### src/crf_consts.vh
`ifndef CRF_CONSTS_VH
`define CRF_CONSTS_VH
// condition flag bit positions
`define CRF_BIT_IMASK 7
`define CRF_BIT_USR_HI 6
`define CRF_BIT_HALF 5
`define CRF_BIT_USR_LO 4
`define CRF_BIT_NEG 3
`define CRF_BIT_ZERO 2
`define CRF_BIT_OVF 1
`define CRF_BIT_CARRY 0
// register numbering and reset vector
`define CRF_STACK_REG 3'h7
`define CRF_RESET_VECTOR 16'h0000
`define CRF_WORD_ALIGN_MASK 16'hfffe
`define CRF_FLAGS_RESET 8'h80
`define CRF_IMASK_ONLY 8'h80
// byte and word carry boundaries
`define CRF_BYTE_HALF_BIT 4
`define CRF_WORD_HALF_BIT 12
// operation codes for the flag unit
`define CRF_OP_NONE 4'h0
`define CRF_OP_ADD_B 4'h1
`define CRF_OP_SUB_B 4'h2
`define CRF_OP_ADD_W 4'h3
`define CRF_OP_SUB_W 4'h4
`define CRF_OP_LOGIC 4'h5
`define CRF_OP_SHIFT 4'h6
`define CRF_OP_BITACC 4'h7
`define CRF_OP_MOVE_B 4'h8
`define CRF_OP_MOVE_W 4'h9
// flag-register instruction codes
`define CRF_FI_NONE 3'h0
`define CRF_FI_LOAD 3'h1
`define CRF_FI_AND 3'h2
`define CRF_FI_OR 3'h3
`define CRF_FI_XOR 3'h4
// reset sequence states
`define CRF_ST_FETCH 2'h0
`define CRF_ST_WAIT 2'h1
`define CRF_ST_RUN 2'h2
`endif

### src/crf_gpr_bank.v
`include "crf_consts.vh"
`timescale 1ns/1ps
`default_nettype none
module crf_gpr_bank #(
	parameter NREG = 8
) (
	// clock
	input  wire        clk_i,
	// write port
	input  wire        wr_hi_i,
	input  wire        wr_lo_i,
	input  wire [2:0]  wr_sel_i,
	input  wire [15:0] wr_data_i,
	// read ports
	input  wire [2:0]  rd_a_sel_i,
	output wire [15:0] rd_a_o,
	input  wire [2:0]  rd_b_sel_i,
	output wire [15:0] rd_b_o,
	output wire [15:0] stack_o
);
	// =====================================================
	// byte storage
	reg [7:0] hi_ff [0:NREG-1];
	reg [7:0] lo_ff [0:NREG-1];
	// =====================================================
	// writes
	// halves written independently
	always @(posedge clk_i)
	begin
		if (wr_hi_i)
			hi_ff[wr_sel_i] <= wr_data_i[15:8];
		if (wr_lo_i)
			lo_ff[wr_sel_i] <= wr_data_i[7:0];
	end
	assign rd_a_o  = {hi_ff[rd_a_sel_i], lo_ff[rd_a_sel_i]};
	assign rd_b_o  = {hi_ff[rd_b_sel_i], lo_ff[rd_b_sel_i]};
	assign stack_o = {hi_ff[`CRF_STACK_REG], lo_ff[`CRF_STACK_REG]};
endmodule // crf_gpr_bank
`default_nettype wire

### src/crf_flag_unit.v
`include "crf_consts.vh"
`timescale 1ns/1ps
`default_nettype none
module crf_flag_unit (
	// operation
	input  wire [3:0]  op_i,
	input  wire [15:0] a_i,
	input  wire [15:0] b_i,
	input  wire        cin_i,
	input  wire [15:0] res_i,
	input  wire        shout_i,
	input  wire        bit_i,
	input  wire [7:0]  flags_i,
	// result
	output reg  [7:0]  flags_o
);
	reg [4:0]  s4;
	reg [12:0] s12;
	reg [8:0]  s8;
	reg [16:0] s16;
	reg        sgn;
	reg        zer;
	always @*
	begin
		flags_o = flags_i;
		s4  = 5'h00;
		s12 = 13'h0000;
		s8  = 9'h000;
		s16 = 17'h00000;
		sgn = 1'b0;
		zer = 1'b0;
		case (op_i)
			`CRF_OP_ADD_B, `CRF_OP_SUB_B:
			begin
				if (op_i == `CRF_OP_ADD_B)
				begin
					s4 = {1'b0, a_i[3:0]} + {1'b0, b_i[3:0]} + {4'h0, cin_i};
					s8 = {1'b0, a_i[7:0]} + {1'b0, b_i[7:0]} + {8'h00, cin_i};
				end
				else
				begin
					s4 = {1'b0, a_i[3:0]} - {1'b0, b_i[3:0]} - {4'h0, cin_i};
					s8 = {1'b0, a_i[7:0]} - {1'b0, b_i[7:0]} - {8'h00, cin_i};
				end
				flags_o[`CRF_BIT_HALF]  = s4[`CRF_BYTE_HALF_BIT];
				flags_o[`CRF_BIT_NEG]   = s8[7];
				flags_o[`CRF_BIT_ZERO]  = (s8[7:0] == 8'h00);
				flags_o[`CRF_BIT_OVF]   = (op_i == `CRF_OP_ADD_B) ?
					(a_i[7] == b_i[7]) && (s8[7] != a_i[7]) :
					(a_i[7] != b_i[7]) && (s8[7] != a_i[7]);
				flags_o[`CRF_BIT_CARRY] = s8[8];
			end
			`CRF_OP_ADD_W, `CRF_OP_SUB_W:
			begin
				if (op_i == `CRF_OP_ADD_W)
				begin
					s12 = {1'b0, a_i[11:0]} + {1'b0, b_i[11:0]};
					s16 = {1'b0, a_i} + {1'b0, b_i};
				end
				else
				begin
					s12 = {1'b0, a_i[11:0]} - {1'b0, b_i[11:0]};
					s16 = {1'b0, a_i} - {1'b0, b_i};
				end
				flags_o[`CRF_BIT_HALF]  = s12[`CRF_WORD_HALF_BIT];
				flags_o[`CRF_BIT_NEG]   = s16[15];
				flags_o[`CRF_BIT_ZERO]  = (s16[15:0] == 16'h0000);
				flags_o[`CRF_BIT_OVF]   = (op_i == `CRF_OP_ADD_W) ?
					(a_i[15] == b_i[15]) && (s16[15] != a_i[15]) :
					(a_i[15] != b_i[15]) && (s16[15] != a_i[15]);
				flags_o[`CRF_BIT_CARRY] = s16[16];
			end
			`CRF_OP_LOGIC, `CRF_OP_MOVE_B, `CRF_OP_MOVE_W, `CRF_OP_SHIFT:
			begin
				sgn = (op_i == `CRF_OP_MOVE_W) ? res_i[15] : res_i[7];
				zer = (op_i == `CRF_OP_MOVE_W) ? (res_i == 16'h0000) : (res_i[7:0] == 8'h00);
				flags_o[`CRF_BIT_NEG]  = sgn;
				flags_o[`CRF_BIT_ZERO] = zer;
				flags_o[`CRF_BIT_OVF]  = 1'b0;
				if (op_i == `CRF_OP_SHIFT)
					flags_o[`CRF_BIT_CARRY] = shout_i;
			end
			`CRF_OP_BITACC:
				flags_o[`CRF_BIT_CARRY] = bit_i;
			default:
				flags_o = flags_i;
		endcase
	end
endmodule // crf_flag_unit
`default_nettype wire

### src/crf_core_state.v
`include "crf_consts.vh"
`timescale 1ns/1ps
`default_nettype none
module crf_core_state (
	// clock and reset
	input  wire        CLOCK_I,
	input  wire        RESETN_I,
	// register file access
	input  wire        REG_WR_HI_I,
	input  wire        REG_WR_LO_I,
	input  wire [2:0]  REG_WR_SEL_I,
	input  wire [15:0] REG_WR_DATA_I,
	input  wire [2:0]  REG_A_SEL_I,
	input  wire        REG_A_BYTE_I,
	input  wire        REG_A_LOW_I,
	output wire [15:0] REG_A_DATA_O,
	input  wire [2:0]  REG_B_SEL_I,
	output wire [15:0] REG_B_DATA_O,
	// address generation
	input  wire [2:0]  ADDR_SEL_I,
	input  wire        ADDR_WORD_I,
	output wire [15:0] DATA_ADDR_O,
	output wire [15:0] STACK_ADDR_O,
	// program counter
	input  wire        PC_LOAD_I,
	input  wire [15:0] PC_DATA_I,
	input  wire        PC_STEP_I,
	output wire [15:0] FETCH_ADDR_O,
	output wire [15:0] PC_O,
	output wire        VEC_REQ_O,
	input  wire        VEC_ACK_I,
	input  wire [15:0] VEC_DATA_I,
	output wire        RUN_O,
	// flag update
	input  wire [3:0]  FLAG_OP_I,
	input  wire [15:0] FLAG_A_I,
	input  wire [15:0] FLAG_B_I,
	input  wire [15:0] FLAG_RES_I,
	input  wire        FLAG_SHOUT_I,
	input  wire [2:0]  BIT_NUM_I,
	input  wire [7:0]  BIT_BYTE_I,
	input  wire        BIT_INVERT_I,
	output wire        BIT_SEL_O,
	// flag instructions and exceptions
	input  wire [2:0]  FLAG_INSN_I,
	input  wire [7:0]  FLAG_INSN_DATA_I,
	input  wire        FLAG_RESTORE_I,
	input  wire [15:0] FLAG_STACK_WORD_I,
	input  wire        EXC_ENTRY_I,
	output wire [7:0]  FLAGS_O,
	output wire [15:0] FLAG_PUSH_WORD_O,
	output wire        IRQ_MASKED_O,
	// branch conditions
	output wire        COND_NEG_O,
	output wire        COND_ZERO_O,
	output wire        COND_OVF_O,
	output wire        COND_CARRY_O,
	// decimal digits
	output wire [3:0]  BCD_HI_DIGIT_O,
	output wire [3:0]  BCD_LO_DIGIT_O
);
	// =====================================================
	// reset release
	reg        rst_meta_ff;
	reg        rst_sync_ff;
	wire       rst_n = rst_sync_ff;
	always @(posedge CLOCK_I or negedge RESETN_I)
	begin
		if (!RESETN_I)
		begin
			rst_meta_ff <= 1'b0;
			rst_sync_ff <= 1'b0;
		end
		else
		begin
			rst_meta_ff <= 1'b1;
			rst_sync_ff <= rst_meta_ff;
		end
	end

	// =====================================================
	// general registers
	wire [15:0] rd_a;
	wire [15:0] rd_b;
	wire [15:0] stack_word;
	wire [15:0] addr_word;
	crf_gpr_bank #(
		.NREG(8)
	) u_bank (
		.clk_i      (CLOCK_I),
		.wr_hi_i    (REG_WR_HI_I & rst_n),
		.wr_lo_i    (REG_WR_LO_I & rst_n),
		.wr_sel_i   (REG_WR_SEL_I),
		.wr_data_i  (REG_WR_DATA_I),
		.rd_a_sel_i (REG_A_SEL_I),
		.rd_a_o     (rd_a),
		.rd_b_sel_i (REG_B_SEL_I),
		.rd_b_o     (rd_b),
		.stack_o    (stack_word)
	);
	assign REG_A_DATA_O = REG_A_BYTE_I ? {8'h00, (REG_A_LOW_I ? rd_a[7:0] : rd_a[15:8])} : rd_a;
	assign REG_B_DATA_O = rd_b;

	// =====================================================
	// address generation
	function [15:0] word_align;
		input [15:0] a;
		input        w;
		begin
			word_align = w ? (a & `CRF_WORD_ALIGN_MASK) : a;
		end
	endfunction
	assign addr_word = (ADDR_SEL_I == REG_B_SEL_I) ? rd_b : rd_b;
	assign DATA_ADDR_O  = word_align(addr_word, ADDR_WORD_I);
	assign STACK_ADDR_O = word_align(stack_word, 1'b1);

	// =====================================================
	// program counter and reset vector sequence
	reg [1:0]  state_ff;
	reg [1:0]  nxt_state;
	reg [15:0] pc_ff;
	reg [15:0] nxt_pc;
	always @*
	begin
		nxt_state = state_ff;
		nxt_pc    = pc_ff;
		case (state_ff)
			`CRF_ST_FETCH:
				nxt_state = `CRF_ST_WAIT;
			`CRF_ST_WAIT:
			begin
				if (VEC_ACK_I)
				begin
					nxt_pc    = VEC_DATA_I;
					nxt_state = `CRF_ST_RUN;
				end
			end
			`CRF_ST_RUN:
			begin
				if (PC_LOAD_I)
					nxt_pc = PC_DATA_I;
				else if (PC_STEP_I)
					nxt_pc = pc_ff + 16'h0002;
			end
			default:
				nxt_state = `CRF_ST_FETCH;
		endcase
	end
	always @(posedge CLOCK_I or negedge RESETN_I)
	begin
		if (!RESETN_I)
		begin
			state_ff <= `CRF_ST_FETCH;
			pc_ff    <= `CRF_RESET_VECTOR;
		end
		else if (!rst_n)
		begin
			state_ff <= `CRF_ST_FETCH;
			pc_ff    <= `CRF_RESET_VECTOR;
		end
		else
		begin
			state_ff <= nxt_state;
			pc_ff    <= nxt_pc;
		end
	end
	assign VEC_REQ_O = (state_ff == `CRF_ST_WAIT);
	assign RUN_O     = (state_ff == `CRF_ST_RUN);
	assign PC_O      = pc_ff;
	assign FETCH_ADDR_O = (state_ff == `CRF_ST_RUN) ? word_align(pc_ff, 1'b1) : `CRF_RESET_VECTOR;

	// =====================================================
	// bit selection
	// bit 0 to 7 of byte
	wire bit_pick = BIT_BYTE_I[BIT_NUM_I] ^ BIT_INVERT_I;
	assign BIT_SEL_O = bit_pick;
	assign BCD_HI_DIGIT_O = FLAG_RES_I[7:4];
	assign BCD_LO_DIGIT_O = FLAG_RES_I[3:0];

	// =====================================================
	// condition flags
	reg  [7:0] flags_ff;
	reg  [7:0] nxt_flags;
	wire [7:0] alu_flags;
	crf_flag_unit u_flags (
		.op_i    (RUN_O ? FLAG_OP_I : `CRF_OP_NONE),
		.a_i     (FLAG_A_I),
		.b_i     (FLAG_B_I),
		.cin_i   (flags_ff[`CRF_BIT_CARRY]),
		.res_i   (FLAG_RES_I),
		.shout_i (FLAG_SHOUT_I),
		.bit_i   (bit_pick),
		.flags_i (flags_ff),
		.flags_o (alu_flags)
	);
	always @*
	begin
		nxt_flags = alu_flags;
		case (FLAG_INSN_I)
			`CRF_FI_LOAD: nxt_flags = FLAG_INSN_DATA_I;
			`CRF_FI_AND:  nxt_flags = flags_ff & FLAG_INSN_DATA_I;
			`CRF_FI_OR:   nxt_flags = flags_ff | FLAG_INSN_DATA_I;
			`CRF_FI_XOR:  nxt_flags = flags_ff ^ FLAG_INSN_DATA_I;
			default:      nxt_flags = alu_flags;
		endcase
		if (FLAG_RESTORE_I)
			nxt_flags = FLAG_STACK_WORD_I[15:8];
		if (FLAG_INSN_I == `CRF_FI_NONE && !FLAG_RESTORE_I)
		begin
			nxt_flags[`CRF_BIT_USR_HI] = flags_ff[`CRF_BIT_USR_HI];
			nxt_flags[`CRF_BIT_USR_LO] = flags_ff[`CRF_BIT_USR_LO];
		end
		if (EXC_ENTRY_I)
			nxt_flags[`CRF_BIT_IMASK] = 1'b1;
	end
	always @(posedge CLOCK_I or negedge RESETN_I)
	begin
		if (!RESETN_I)
			flags_ff <= `CRF_FLAGS_RESET;
		else if (!rst_n || !RUN_O)
			flags_ff <= flags_ff | `CRF_IMASK_ONLY;
		else
			flags_ff <= nxt_flags;
	end
	assign FLAGS_O = flags_ff;
	assign FLAG_PUSH_WORD_O = {flags_ff, flags_ff};
	assign IRQ_MASKED_O = flags_ff[`CRF_BIT_IMASK];
	assign COND_NEG_O   = flags_ff[`CRF_BIT_NEG];
	assign COND_ZERO_O  = flags_ff[`CRF_BIT_ZERO];
	assign COND_OVF_O   = flags_ff[`CRF_BIT_OVF];
	assign COND_CARRY_O = flags_ff[`CRF_BIT_CARRY];
endmodule // crf_core_state
`default_nettype wire

### config.mk
export PLATFORM = sky130hd
export DESIGN_NAME = crf_core_state
export DESIGN_NICKNAME = d
export VERILOG_FILES = /design/src/crf_gpr_bank.v /design/src/crf_flag_unit.v /design/src/crf_core_state.v
export VERILOG_INCLUDE_DIRS = /design/src /design/src/src
export SDC_FILE = /design/constraint.sdc
export NUM_CORES = 1
export LEC_CHECK = 0
export BUFFER_PORTS_ARGS = -buffer_cell sky130_fd_sc_hd__buf_2
export CAP_MARGIN = 20
export CELL_PAD_IN_SITES_DETAIL_PLACEMENT = 0
export CELL_PAD_IN_SITES_GLOBAL_PLACEMENT = 2
export CORE_MARGIN = 3
export CORE_UTILIZATION = 31
export CTS_CLUSTER_SIZE = 28
export DETAILED_ROUTE_END_ITERATION = 16
export GPL_TIMING_DRIVEN = 0
export PLACE_DENSITY_LB_ADDON = 0.05
export SYNTH_ARGS = -nofsm -noshare
export SYNTH_HDL_FRONTEND = slang
export SYNTH_HIERARCHICAL = 1
export SYNTH_SLANG_ARGS = --single-unit
### constraint.sdc
create_clock -name CLOCK_I -period 14.1 [get_ports CLOCK_I]
set_input_delay 2.82 -clock CLOCK_I [delete_from_list [all_inputs] [get_ports CLOCK_I]]
set_output_delay 2.82 -clock CLOCK_I [all_outputs]
set_load 0.02 [all_outputs]
Word-level counts from Yosys, hierarchy flattened --
Memories as Yosys holds them, arrays and structs flattened. Index checks and enable logic that the tools add are counted.
Storage, ports and cells: register bits after elaboration 28, bits in writable memories 128, input port bits 164, output and inout bits 136, logic and storage cells 127, memories 2
Memory list:
- u_bank.hi_ff | depth 8, width 8, read ports 3, clocked after memory_dff 0, wr ports 1, RTL line crf_gpr_bank.v:23 | reg [7:0] hi_ff [0:NREG-1];
- u_bank.lo_ff | depth 8, width 8, read ports 3, clocked after memory_dff 0, wr ports 1, RTL line crf_gpr_bank.v:24 | reg [7:0] lo_ff [0:NREG-1];
Operators by class: add/subtract/negate cells 13, order comparisons 1, equal/unequal tests 26, multiplexer cells 39, bitwise operators 8, reductions and logical operators 29
Operators by type and width (number):
- $mux 16 | 6
- $mux 17 | 2
- $logic_not 16->1 | 2
- $pmux 16 s2 | 1
- $pmux 8 s4 | 1
- $mux 8 | 3
- $mux 9 | 2
- $add 16x16->17 | 1
- $sub 16x16->17 | 1
- $add 16x2->16 const B | 1
- $eq 4x3->1 const B | 4
- $logic_not 8->1 | 2
- $mux 1 | 14
- $reduce_bool 7->1 | 2
- $add 12x12->13 | 1
- $mux 13 | 1
- $sub 12x12->13 | 1
- $add 8x8->9 | 1
- $add 9x1->9 | 1
- $pmux 3 s3 | 1
- $reduce_and 3->1 | 3
- $reduce_bool 9->1 | 1
- $sub 8x8->9 | 1
- $sub 9x1->9 | 1
- other kinds (42) | 62

Depth between registers and ports, before layout --
Gate-level depths: netlist (run 1).
word-level depth 13, gate-level depth with buffers 25, depth with buffers taken out 20

Cells and area by module --
Netlist (run 1), hierarchy kept.
By module, submodules not included:
- crf_gpr_bank | instances 1, cells each 265, area each 6087.1 µm², seq. area each 3843.7 µm²
- crf_core_state | instances 1, cells each 392, area each 3324.4 µm², seq. area each 701.9 µm²
- crf_flag_unit | instances 1, cells each 388, area each 2687.6 µm², seq. area each 0.0 µm²

Least setup slack after synthesis (run 1) --
No wires, ideal clock.
path kind in2out, from in REG_A_SEL_I[0], to out REG_A_DATA_O[0], arrival time 4.179 ns, required time 11.280 ns, slack 7.101 ns, cell stages on the path 5, path buffers 2, cell sequence buf_6 > buf_6 > mux4_1 > mux2_2 > mux2_2
Between the ends: word-level cells in the longest chain between the ends 3, elaborated cells on any way between the ends 4, those cells by class 2 x mux; 2 x memory
RTL lines:
- from (decl) | RTL line crf_core_state.v:13 | input wire [2:0] REG_A_SEL_I,
- $mem_v2 8x8
- via rd_a[8] | RTL line crf_core_state.v:83 | wire [15:0] rd_a;
- $mux 8 | RTL line crf_core_state.v:101 | assign REG_A_DATA_O = REG_A_BYTE_I ? {8'h00, (REG_A_LOW_I ? rd_a[7:0] : rd_a[15:8])} : rd_a;
- $mux 16 | RTL line crf_core_state.v:101
- to (decl) | RTL line crf_core_state.v:16 | output wire [15:0] REG_A_DATA_O,
The timed path passes the listed nets, and every way through them passes these cells.

Worst setup path after layout (run 1) --
from in FLAG_OP_I[1], to reg flags_ff[1], in the netlist FLAGS_O[1]
Between the ends: word-level cells in the longest chain between the ends 10, elaborated cells on any way between the ends 29, those cells by class 10 x eq/ne; 10 x mux; 9 x reduce/logical
RTL lines:
- from (decl) | RTL line crf_core_state.v:35 | input wire [3:0] FLAG_OP_I,
- $mux 4 (no line) (*)
- $eq 4x2->1 or $eq 4x1->1 (tied branches) | RTL line crf_flag_unit.v:32 | case (op_i)
- $mux 17 or $mux 9 (tied branches) | RTL line crf_flag_unit.v:55, crf_flag_unit.v:35
- $mux 17 or $mux 9 (tied branches) | RTL line crf_flag_unit.v:32
- $ne 1x1->1, on equally long branches
- $logic_and 1x1->1, on equally long branches
- $mux 1, on equally long branches | RTL line crf_flag_unit.v:68, crf_flag_unit.v:48
- $pmux 3 s3 (*) | RTL line crf_flag_unit.v:32
- via alu_flags[1] | RTL line crf_core_state.v:184 | wire [7:0] alu_flags;
- $pmux 8 s4 (*) | RTL line crf_core_state.v:199 | case (FLAG_INSN_I)
- $mux 8 (*) | RTL line crf_core_state.v:206 | if (FLAG_RESTORE_I)
- to (signal assigned) | RTL line crf_core_state.v:219 | flags_ff <= `CRF_FLAGS_RESET;
- to (signal assigned) | RTL line crf_core_state.v:221 | flags_ff <= flags_ff | `CRF_IMASK_ONLY;
- to (signal assigned) | RTL line crf_core_state.v:223 | flags_ff <= nxt_flags;
- to (decl) | RTL line crf_core_state.v:182 | reg [7:0] flags_ff;
Mark *: on every way through the listed nets, which the timed path passes. The rest lies on a longest branch. The select of a mux whose other input is x is not followed. A chain may end at the register's enable or synchronous reset.

==> results of run 1 <==
==> stage by stage <==
stage | area [µm²] | utilization | std cells | setup WS, ps
after floorplan | 12100 | - | 1046 | 7100
after global placement | 14100 | 0.371 | 1837 | 5770
after detailed placement | 14200 | 0.372 | 1840 | 5860
after CTS | 14800 | 0.389 | 1872 | 6350
after global routing | 14800 | 0.389 | 1873 | 5930
final | 14800 | 0.389 | 1873 | 6330
==> state kept, by name, indices dropped and copies added, names as in the netlist <==
name,cells
u_bank/hi_ff,64
u_bank/lo_ff,64
PC_O,16
FLAGS_O,8
state_ff,2
rst_meta_ff,1
rst_n,1
==> area by class of cell <==
| type | instances | area, µm² | area share |
|---|---|---|---|
| multi-input combinational | 720 | 6590 | 0.445 |
| sequential | 156 | 4550 | 0.306 |
| timing repair buffer | 284 | 1440 | 0.0971 |
| buffer | 105 | 734 | 0.0495 |
| tap | 511 | 639 | 0.0431 |
| clock buffer | 18 | 429 | 0.0289 |
| inverter | 65 | 244 | 0.0164 |
| clock inverter | 14 | 206 | 0.0139 |
==> layer usage <==
metal  share of wire  track usage
met2            0.45        0.287
met1            0.49        0.272
met3           0.056       0.0337
met4          0.0076       0.0285
met5         0.00051            0
==> cell usage in the layout, fill, tap and decap left out, types with 7 or more instances in the layout <==
cell type,n
mux2_2,46
mux4_1,56
clkbuf_1,19
buf_1,7
mux4_2,17
nor3_1,18
mux2i_1,16
or4_1,7
and2_1,22
o211ai_1,8
nor2b_1,22
clkbuf_16,17
nand2_1,47
a31oi_1,15
and3_1,10
nor2_1,64
o221ai_1,8
xnor2_1,23
edfxtp_1,128
nand2b_1,16
nand3_1,16
nor4_1,7
nand4_1,8
o22ai_1,10
buf_4,51
buf_6,14
xor2_1,8
inv_1,65
ha_1,58
buf_2,291
a21o_1,10
o21ai_0,49
dfrtp_1,27
a21oi_1,54
==> cells in the mapped netlist, types with 6 or more instances <==
cell type | n | area (µm²)
buf_4 | 51 | 383
buf_2 | 10 | 50.1
nor3_1 | 21 | 105
xnor2_1 | 23 | 201
a21oi_1 | 54 | 270
edfxtp_1 | 128 | 3840
and3_1 | 10 | 62.6
a31oi_1 | 15 | 93.8
o221ai_1 | 8 | 70.1
mux2i_1 | 16 | 160
mux4_2 | 17 | 383
or4_1 | 7 | 52.6
mux4_1 | 56 | 1470
ha_1 | 58 | 726
nand3_1 | 16 | 80.1
o22ai_1 | 10 | 62.6
a21o_1 | 10 | 75.1
o21ai_0 | 49 | 245
nor2_1 | 64 | 240
dfrtp_1 | 27 | 676
xor2_1 | 8 | 70.1
nor2b_1 | 22 | 138
inv_1 | 65 | 244
nand2b_1 | 16 | 100
buf_1 | 7 | 26.3
nand2_1 | 47 | 176
nor4_1 | 7 | 43.8
mux2_2 | 46 | 518
nand4_1 | 8 | 50.1
and2_1 | 22 | 138
o211ai_1 | 8 | 60.1
buf_6 | 11 | 124
a211oi_1 | 6 | 45.0
or3_1 | 6 | 37.5
clkbuf_1 | 18 | 67.6
==> worst paths after layout <==
path	startpoint	to	cells past startpoint
max	FLAG_OP_I[1]	FLAGS_O[1]	18
min	rst_meta_ff	rst_n	0
max reg2reg	state_ff[0]	FLAGS_O[1]	22
min reg2reg	rst_meta_ff	rst_n	0
max in group asynchronous	RESETN_I	rst_n	1
min in group asynchronous	RESETN_I	PC_O[3]	1
==> cell families after synthesis <==
family          count (synthesis)  share of synthesized area
simple gates                  266                      0.117
fa+ha+maj                      63                     0.0683
mux                           135                      0.209
compound gates                222                      0.126
buf+inv                       170                     0.0809
xor+xnor                       31                     0.0224
flops                         156                      0.376
other cells                     2                   0.000621
==> where the power goes <==
part / switching (mW) / internal [mW]
Sequential: 0.0486 / 0.524
Combinational: 0.324 / 0.253
Clock: 0.200 / 0.302
Total: 0.572 / 1.08
==> flow_summary.json, run 1 <==
{
  "drv_slew": 0,
  "die_area_mm2": 0.0414,
  "status": "finished clean",
  "critPathRequiredTime_ps": 14400,
  "dr.pass1.iters": 5,
  "io_pins": 300,
  "critical-path-top-delay-family": "compound AO/OA/AOI/OAI gates",
  "io_buffers": 280,
  "leakagePower_nw": 6.21,
  "hold_viol": 0,
  "setup_viol": 0,
  "hold_path.class": "flop to flop",
  "critPathLaunchType": "input port",
  "avgViaCountPerCell": 5.17,
  "fill_cells": 3780,
  "cts_max_level": 4,
  "overflow": 0,
  "critical_path.max_fanout": 10,
  "first_iter_violations": 661,
  "drv_cap": 0,
  "endpoint_kind": "flop",
  "ir_drop_mv": 0.0766,
  "grt_pass1_vias": 9547,
  "yosysSeqAreaShare": 0.376,
  "drc": 0,
  "power_mw": 1.65,
  "max_stage_delay_ps": 500,
  "grt_max_degree": 29,
  "holdWs_ps": 355,
  "syn_inst": 1045,
  "cp_slowest_cell": "xnor2_1",
  "rsz0062_at_grt": "false",
  "drive_gt1_frac": 0.355,
  "fmaxAchievable_ghz": 0.129,
  "fin_setup_tns_ps": 0,
  "diodes": 0,
  "relSlewSlack": 0.238,
  "avgSynthCellArea_um2": 11.6,
  "grt_usage": 0.184,
  "grt_pass1_wl_um": 58100,
  "clk-insertion-delay-late_ps": 430,
  "antenna_left": 0,
  "die_width_um": 204,
  "synth_warnings": 6,
  "wl_per_cell_um": 20.8,
  "setup.worst_path.class": "input port to flop",
  "skew_ps": 12.6,
  "synth-edff-count": 128,
  "wirelength_um": 39000,
  "numCtsBuffers": 17,
  "finalCritPeriodShare": 0.551,
  "nNetsFinal": 1576,
  "clkSlewWorstSetupHoldPaths_ps": 70,
  "cts_tree": "yes",
  "start_util": 0.317,
  "syn_to_final_growth_pct": 22.6,
  "num_rows": 71,
  "path_buf_inv": 3,
  "cts_buffer_depth": 2,
  "fin_crit_ps": 7770,
  "synth-seq-cells": 156,
  "cts-resized-gates": 0,
  "synth-main-ff-cell": "edfxtp_1",
  "crit_arrival_ps": 8070,
  "vias": 9687,
  "clock_sinks": 156,
  "die_h_um": 204,
  "powerDensity_mw_per_mm2": 111,
  "worst_pin_slew_ps": 1140,
  "core_mm2": 0.0381,
  "hold_buffers": 0,
  "gp_congestion": 0.774,
  "async_reset_ff_frac": 0.179,
  "r2r_setup_slack_ps": 7100,
  "cts_setup_buffers": 0,
  "netlist_area_mm2": 0.0121,
  "path_cells": "buf_2, and2_1, clkbuf_1, clkbuf_1, nand3_1, o21ai_0, ha_1, a211oi_1, o211a_2, o311ai_1, a211oi_2, o21ai_1, xnor2_1, mux2i_1, o22ai_1, mux4_2, mux2i_1, o221ai_1",
  "synth_cell_types": 86,
  "antenna_found_initial": 2,
  "hpwl_um": 29600,
  "root_buffer": "clkbuf_16"
}
No activity file was read; power rests on OpenSTA's default activity.
==> inputs of run 2 (changes only) <==
clock period = 7.3 ns   (was 14.1 ns; I/O delays follow)
==> run 2 against run 1 <==
  * Design area about the same
  * Wire length shrank 0.24%
  * Global-route usage stayed put
  * Sequential power grew 94%
  * Non-clock buffer count is 2 lower
  * Clock power grew 93%
  * Flip-flop and latch count is the same
  * Critical path type is now flop to flop
  * Critical endpoint unchanged
==> flow_summary.json, run 2 (synthesized netlist as in run 1, its figures left out) <==
{
  "antenna_left": 0,
  "vias": 9654,
  "gp_congestion": 0.774,
  "mostFrequentLayoutCells": "291 x buf_2, 128 x edfxtp_1, 65 x inv_1",
  "wl_per_cell_um": 20.8,
  "relSlewSlack": 0.243,
  "cts_buffer_depth": 2,
  "start_util": 0.317,
  "dp_slack_ps": 214,
  "rsz0062_at_grt": "false",
  "avgViaCountPerCell": 5.16,
  "nNetsFinal": 1574,
  "overflow": 0,
  "io_pins": 300,
  "grt_pass1_vias": 9547,
  "status": "finished clean",
  "hold_viol": 0,
  "numCtsBuffers": 17,
  "drc": 0,
  "drive_gt1_frac": 0.355,
  "fin_setup_tns_ps": 0,
  "worst_pin_slew_ps": 1130,
  "syn_to_final_growth_pct": 22.5,
  "finalCritPeriodShare": 0.885,
  "critical_path.max_fanout": 19,
  "powerDensity_mw_per_mm2": 215,
  "num_rows": 71,
  "multiInputGateArea_mm2": 0.00659,
  "setup.worst_path.class": "flop to flop",
  "cts_setup_buffers": 0,
  "diodes": 0,
  "critPathRequiredTime_ps": 7600,
  "drv_cap": 0,
  "hold_path.class": "flop to flop",
  "reg2reg_depth": 21,
  "clock_sinks": 156,
  "wirelength_um": 38900,
  "crit_arrival_ps": 6760,
  "die_h_um": 204,
  "drv_slew": 0,
  "dr.pass1.iters": 5,
  "endpoint_kind": "flop",
  "antenna_found_initial": 2,
  "grt_max_degree": 29,
  "grt_pass1_wl_um": 58100,
  "startpoint": "state_ff[0]",
  "setup_viol": 0,
  "hpwl_um": 29600,
  "hp-start": "rst_meta_ff",
  "clkSlewWorstSetupHoldPaths_ps": 70,
  "crit-reg2reg-launch": "state_ff[0]",
  "die_area_mm2": 0.0414,
  "fmaxAchievable_ghz": 0.155,
  "core_mm2": 0.0381,
  "die_width_um": 204,
  "cts_max_level": 4,
  "fin_crit_ps": 6460,
  "skew_ps": 11.0,
  "cts-resized-gates": 0,
  "cts_tree": "yes",
  "leakagePower_nw": 6.21,
  "hold_depth": 0,
  "clk-insertion-delay-late_ps": 430,
  "ir_drop_mv": 0.148,
  "critPathLaunchType": "flop",
  "grt_usage": 0.184,
  "fill_cells": 3778,
  "seq_area_mm2": 0.00455,
  "root_buffer": "clkbuf_16",
  "io_buffers": 280,
  "first_iter_violations": 697,
  "final_common_cell": "buf_2",
  "worst_slack_ps": 839
}
==> run 2: where the power goes <==
group	switching (mW)	internal, mW	total (mW)
combinational	0.625	0.488	1.11
clock	0.386	0.582	0.968
sequential	0.0938	1.01	1.11
total	1.10	2.08	3.19
==> run 2: repair_timing <==
| action | CTS | global route |
|---|---|---|
| hold buffers | 0 | 0 |
| hold endpoints to repair | 0 | 0 |
| setup endpoints to repair | 0 | 3 |
==> run 2: worst paths after layout <==
kind | slack, ps | endpoint
hold reg to reg | 350 | rst_n
setup / recovery | 840 | FLAGS_O[1]
max in group asynchronous | 5730 | rst_n
setup reg to reg | 840 | FLAGS_O[1]
hold / removal | 350 | rst_n
min in group asynchronous | 1090 | PC_O[3]
==> run 2: through the flow <==
| step | utilization | std cells | instance area [µm²] | hold WS, ps | total power [mW] |
|---|---|---|---|---|---|
| after floorplan | - | 1046 | 12100 | 331 | 1.86 |
| after global placement | 0.371 | 1837 | 14100 | 336 | 2.25 |
| after detailed placement | 0.372 | 1840 | 14200 | 346 | 2.24 |
| after CTS | 0.389 | 1872 | 14800 | 357 | 3.23 |
| after global routing | 0.389 | 1871 | 14800 | 359 | 3.37 |
| final | 0.389 | 1871 | 14800 | 354 | 3.19 |
==> run 2: final cells by class <==
cell class / count / area share
tap: 511 / 0.0431
multi-input combinational: 720 / 0.445
inverter: 65 / 0.0165
timing repair buffer: 284 / 0.0971
buffer: 103 / 0.0490
clock inverter: 14 / 0.0139
sequential: 156 / 0.307
clock buffer: 18 / 0.0289
==> run 2: metal layers <==
layer  wire length [µm]  track usage
met5                 20            0
met4                202       0.0285
met3               2200       0.0337
met2              17700        0.287
met1              18800        0.272
==> run 2: worst max-delay path: stages (launching register included) <==
cell	delay [ps]
dfrtp_1	400
inv_1	80
ha_1	190
buf_2	230
clkbuf_8	260
and2_1	290
clkbuf_1	390
clkbuf_1	380
nand3_1	380
o21ai_0	450
ha_1	320
a211oi_1	330
o211a_2	310
o311ai_1	200
a211oi_2	220
o21ai_1	120
xnor2_1	470
mux2i_1	380
o22ai_1	180
mux4_2	470
mux2i_1	160
o221ai_1	120
==> inputs of run 3 (changes only) <==
MAX_ROUTING_LAYER = met4   (was unset)
==> run 3 against run 2 <==
  * Final cell count increased by 0.11%
  * Largest cell class unchanged
  * Flip-flop and latch count unchanged
  * Hold slack got worse by 1.3 ps
  * Critical endpoint unchanged
  * Critical path type unchanged
==> flow_summary.json, run 3 (synthesized netlist as in run 1, its figures left out) <==
{
  "hold_viol": 0,
  "met3_length_um": 2060,
  "drc": 0,
  "grt_pass1_wl_um": 58100,
  "cts-resized-gates": 0,
  "drv_slew": 0,
  "nNetsFinal": 1574,
  "fin_setup_tns_ps": 0,
  "r2r_setup_slack_ps": 820,
  "fmaxAchievable_ghz": 0.154,
  "io_pins": 300,
  "start_util": 0.317,
  "clock_sinks": 156,
  "powerDensity_mw_per_mm2": 215,
  "grt_pass1_vias": 9554,
  "dr.pass1.iters": 5,
  "rsz0062_at_grt": "false",
  "wirelength_um": 38800,
  "setup_viol": 0,
  "pwr-share-clk": 0.304,
  "io_buffers": 280,
  "reg2reg_to": "FLAGS_O[1]",
  "avgViaCountPerCell": 5.14,
  "worst_slack_ps": 815,
  "setup.worst_path.class": "flop to flop",
  "antenna_found_initial": 2,
  "syn_to_final_growth_pct": 22.6,
  "hp-start": "rst_meta_ff",
  "pwr-share-comb": 0.349,
  "wl_per_cell_um": 20.7,
  "p_int_mw": 2.08,
  "clk-insertion-delay-late_ps": 430,
  "critPathRequiredTime_ps": 7600,
  "hold_depth": 0,
  "status": "finished clean",
  "root_buffer": "clkbuf_16",
  "worst_pin_slew_ps": 1150,
  "num_rows": 71,
  "critPathLaunchType": "flop",
  "wl_met1_um": 18900,
  "hpwl_um": 29600,
  "fin_crit_ps": 6480,
  "grt_usage": 0.189,
  "drive_gt1_frac": 0.355,
  "finalCritPeriodShare": 0.888,
  "fill_cells": 3779,
  "skew_ps": 10.9,
  "ir_drop_mv": 0.148,
  "dp_slack_ps": 214,
  "cts_max_level": 4,
  "overflow": 0,
  "reg2reg_depth": 21,
  "cts_tree": "yes",
  "p_switching_mw": 1.11,
  "critical_path.max_fanout": 19,
  "final_common_cell": "buf_2",
  "clkSlewWorstSetupHoldPaths_ps": 70,
  "crit-reg2reg-launch": "state_ff[0]",
  "top_layer": "met4",
  "die_area_mm2": 0.0414,
  "leakagePower_nw": 6.21,
  "mostFrequentLayoutCells": "291 x buf_2, 128 x edfxtp_1, 65 x inv_1",
  "hold_path.class": "flop to flop",
  "die_h_um": 204,
  "dr_wl_met2_um": 17500,
  "p_sw_frac": 0.347,
  "relSlewSlack": 0.231,
  "crit_arrival_ps": 6790,
  "cts_buffer_depth": 2,
  "first_iter_violations": 702,
  "vias": 9636,
  "gp_congestion": 0.785,
  "drv_cap": 0,
  "grt_max_degree": 29,
  "endpoint_kind": "flop",
  "core_mm2": 0.0381,
  "seqPwrFrac": 0.347,
  "die_width_um": 204,
  "cts_setup_buffers": 0,
  "antenna_left": 0,
  "min_to": "rst_n",
  "numCtsBuffers": 17
}
run 3: cell count changes in the layout (fill, tap and decap cells not counted), sizes merged:
cell	change
diode	+2
run 3: critical path, stage by stage, from the launching register on:
cell and delay [ps]:
dfrtp_1 400, inv_1 80, ha_1 190, buf_2 230, clkbuf_8 250, and2_1 280, clkbuf_1 390, clkbuf_1 380
nand3_1 380, o21ai_0 450, ha_1 320, a211oi_1 330, o211a_2 310, o311ai_1 200, a211oi_2 220, o21ai_1 120
xnor2_1 480, mux2i_1 400, o22ai_1 180, mux4_2 470, mux2i_1 160, o221ai_1 120
run 3: timing repair:
item,in CTS,in global routing
hold endpoints to repair,0,0
hold buffers,0,0
setup endpoints to repair,0,3
run 3: worst max-delay path by stage:
stage	startpoint	endpoint	slack, ps	cells after the start
after global routing	state_ff[0]	FLAGS_O[1]	270	21
after floorplan	FLAG_OP_I[1]	FLAGS_O[0]	1880	18
after global placement	state_ff[0]	FLAGS_O[1]	110	22
after CTS	state_ff[0]	FLAGS_O[1]	230	22
after detailed placement	state_ff[0]	FLAGS_O[1]	210	22
final	state_ff[0]	FLAGS_O[1]	820	21
run 3: stage by stage:
| step | power, mW | hold WS (ps) | utilization | cells | area, µm² |
|---|---|---|---|---|---|
| 5_1_grt | 3.37 | 359 | 0.389 | 1873 | 14800 |
| 3_5_place_dp | 2.24 | 346 | 0.372 | 1840 | 14200 |
| 2_1_floorplan | 1.86 | 331 | - | 1046 | 12100 |
| 3_3_place_gp | 2.25 | 336 | 0.371 | 1837 | 14100 |
| 4_1_cts | 3.23 | 357 | 0.389 | 1872 | 14800 |
| 6_report | 3.19 | 353 | 0.389 | 1873 | 14800 |
run 3: layer usage:
metal	GRT usage	vias to the layer above
met5	-	-
met4	0.0285	0
met3	0.0302	20
met2	0.287	305
met1	0.274	4723
li1	-	4588
run 3: final cells by class:
class | count | area, µm² | share of cell area
diodes | 2 | 5.00 | 0.000337
plain buffers | 103 | 727 | 0.0490
clock buffers | 18 | 429 | 0.0289
clock inverters | 14 | 206 | 0.0139
inverters | 65 | 244 | 0.0165
multi-input cells | 720 | 6590 | 0.445
flip-flops and latches | 156 | 4550 | 0.307
well taps | 511 | 639 | 0.0431
repair buffers | 284 | 1440 | 0.0971
run 3: power groups by stage:
stage	combinational [mW]	sequential [mW]	clock (mW)
final	1.11	1.11	0.970
after global routing	1.22	1.12	1.03
after CTS	1.12	1.11	0.994
after detailed placement	1.12	1.13	0
after global placement	1.12	1.12	0
after floorplan	0.722	1.13	0
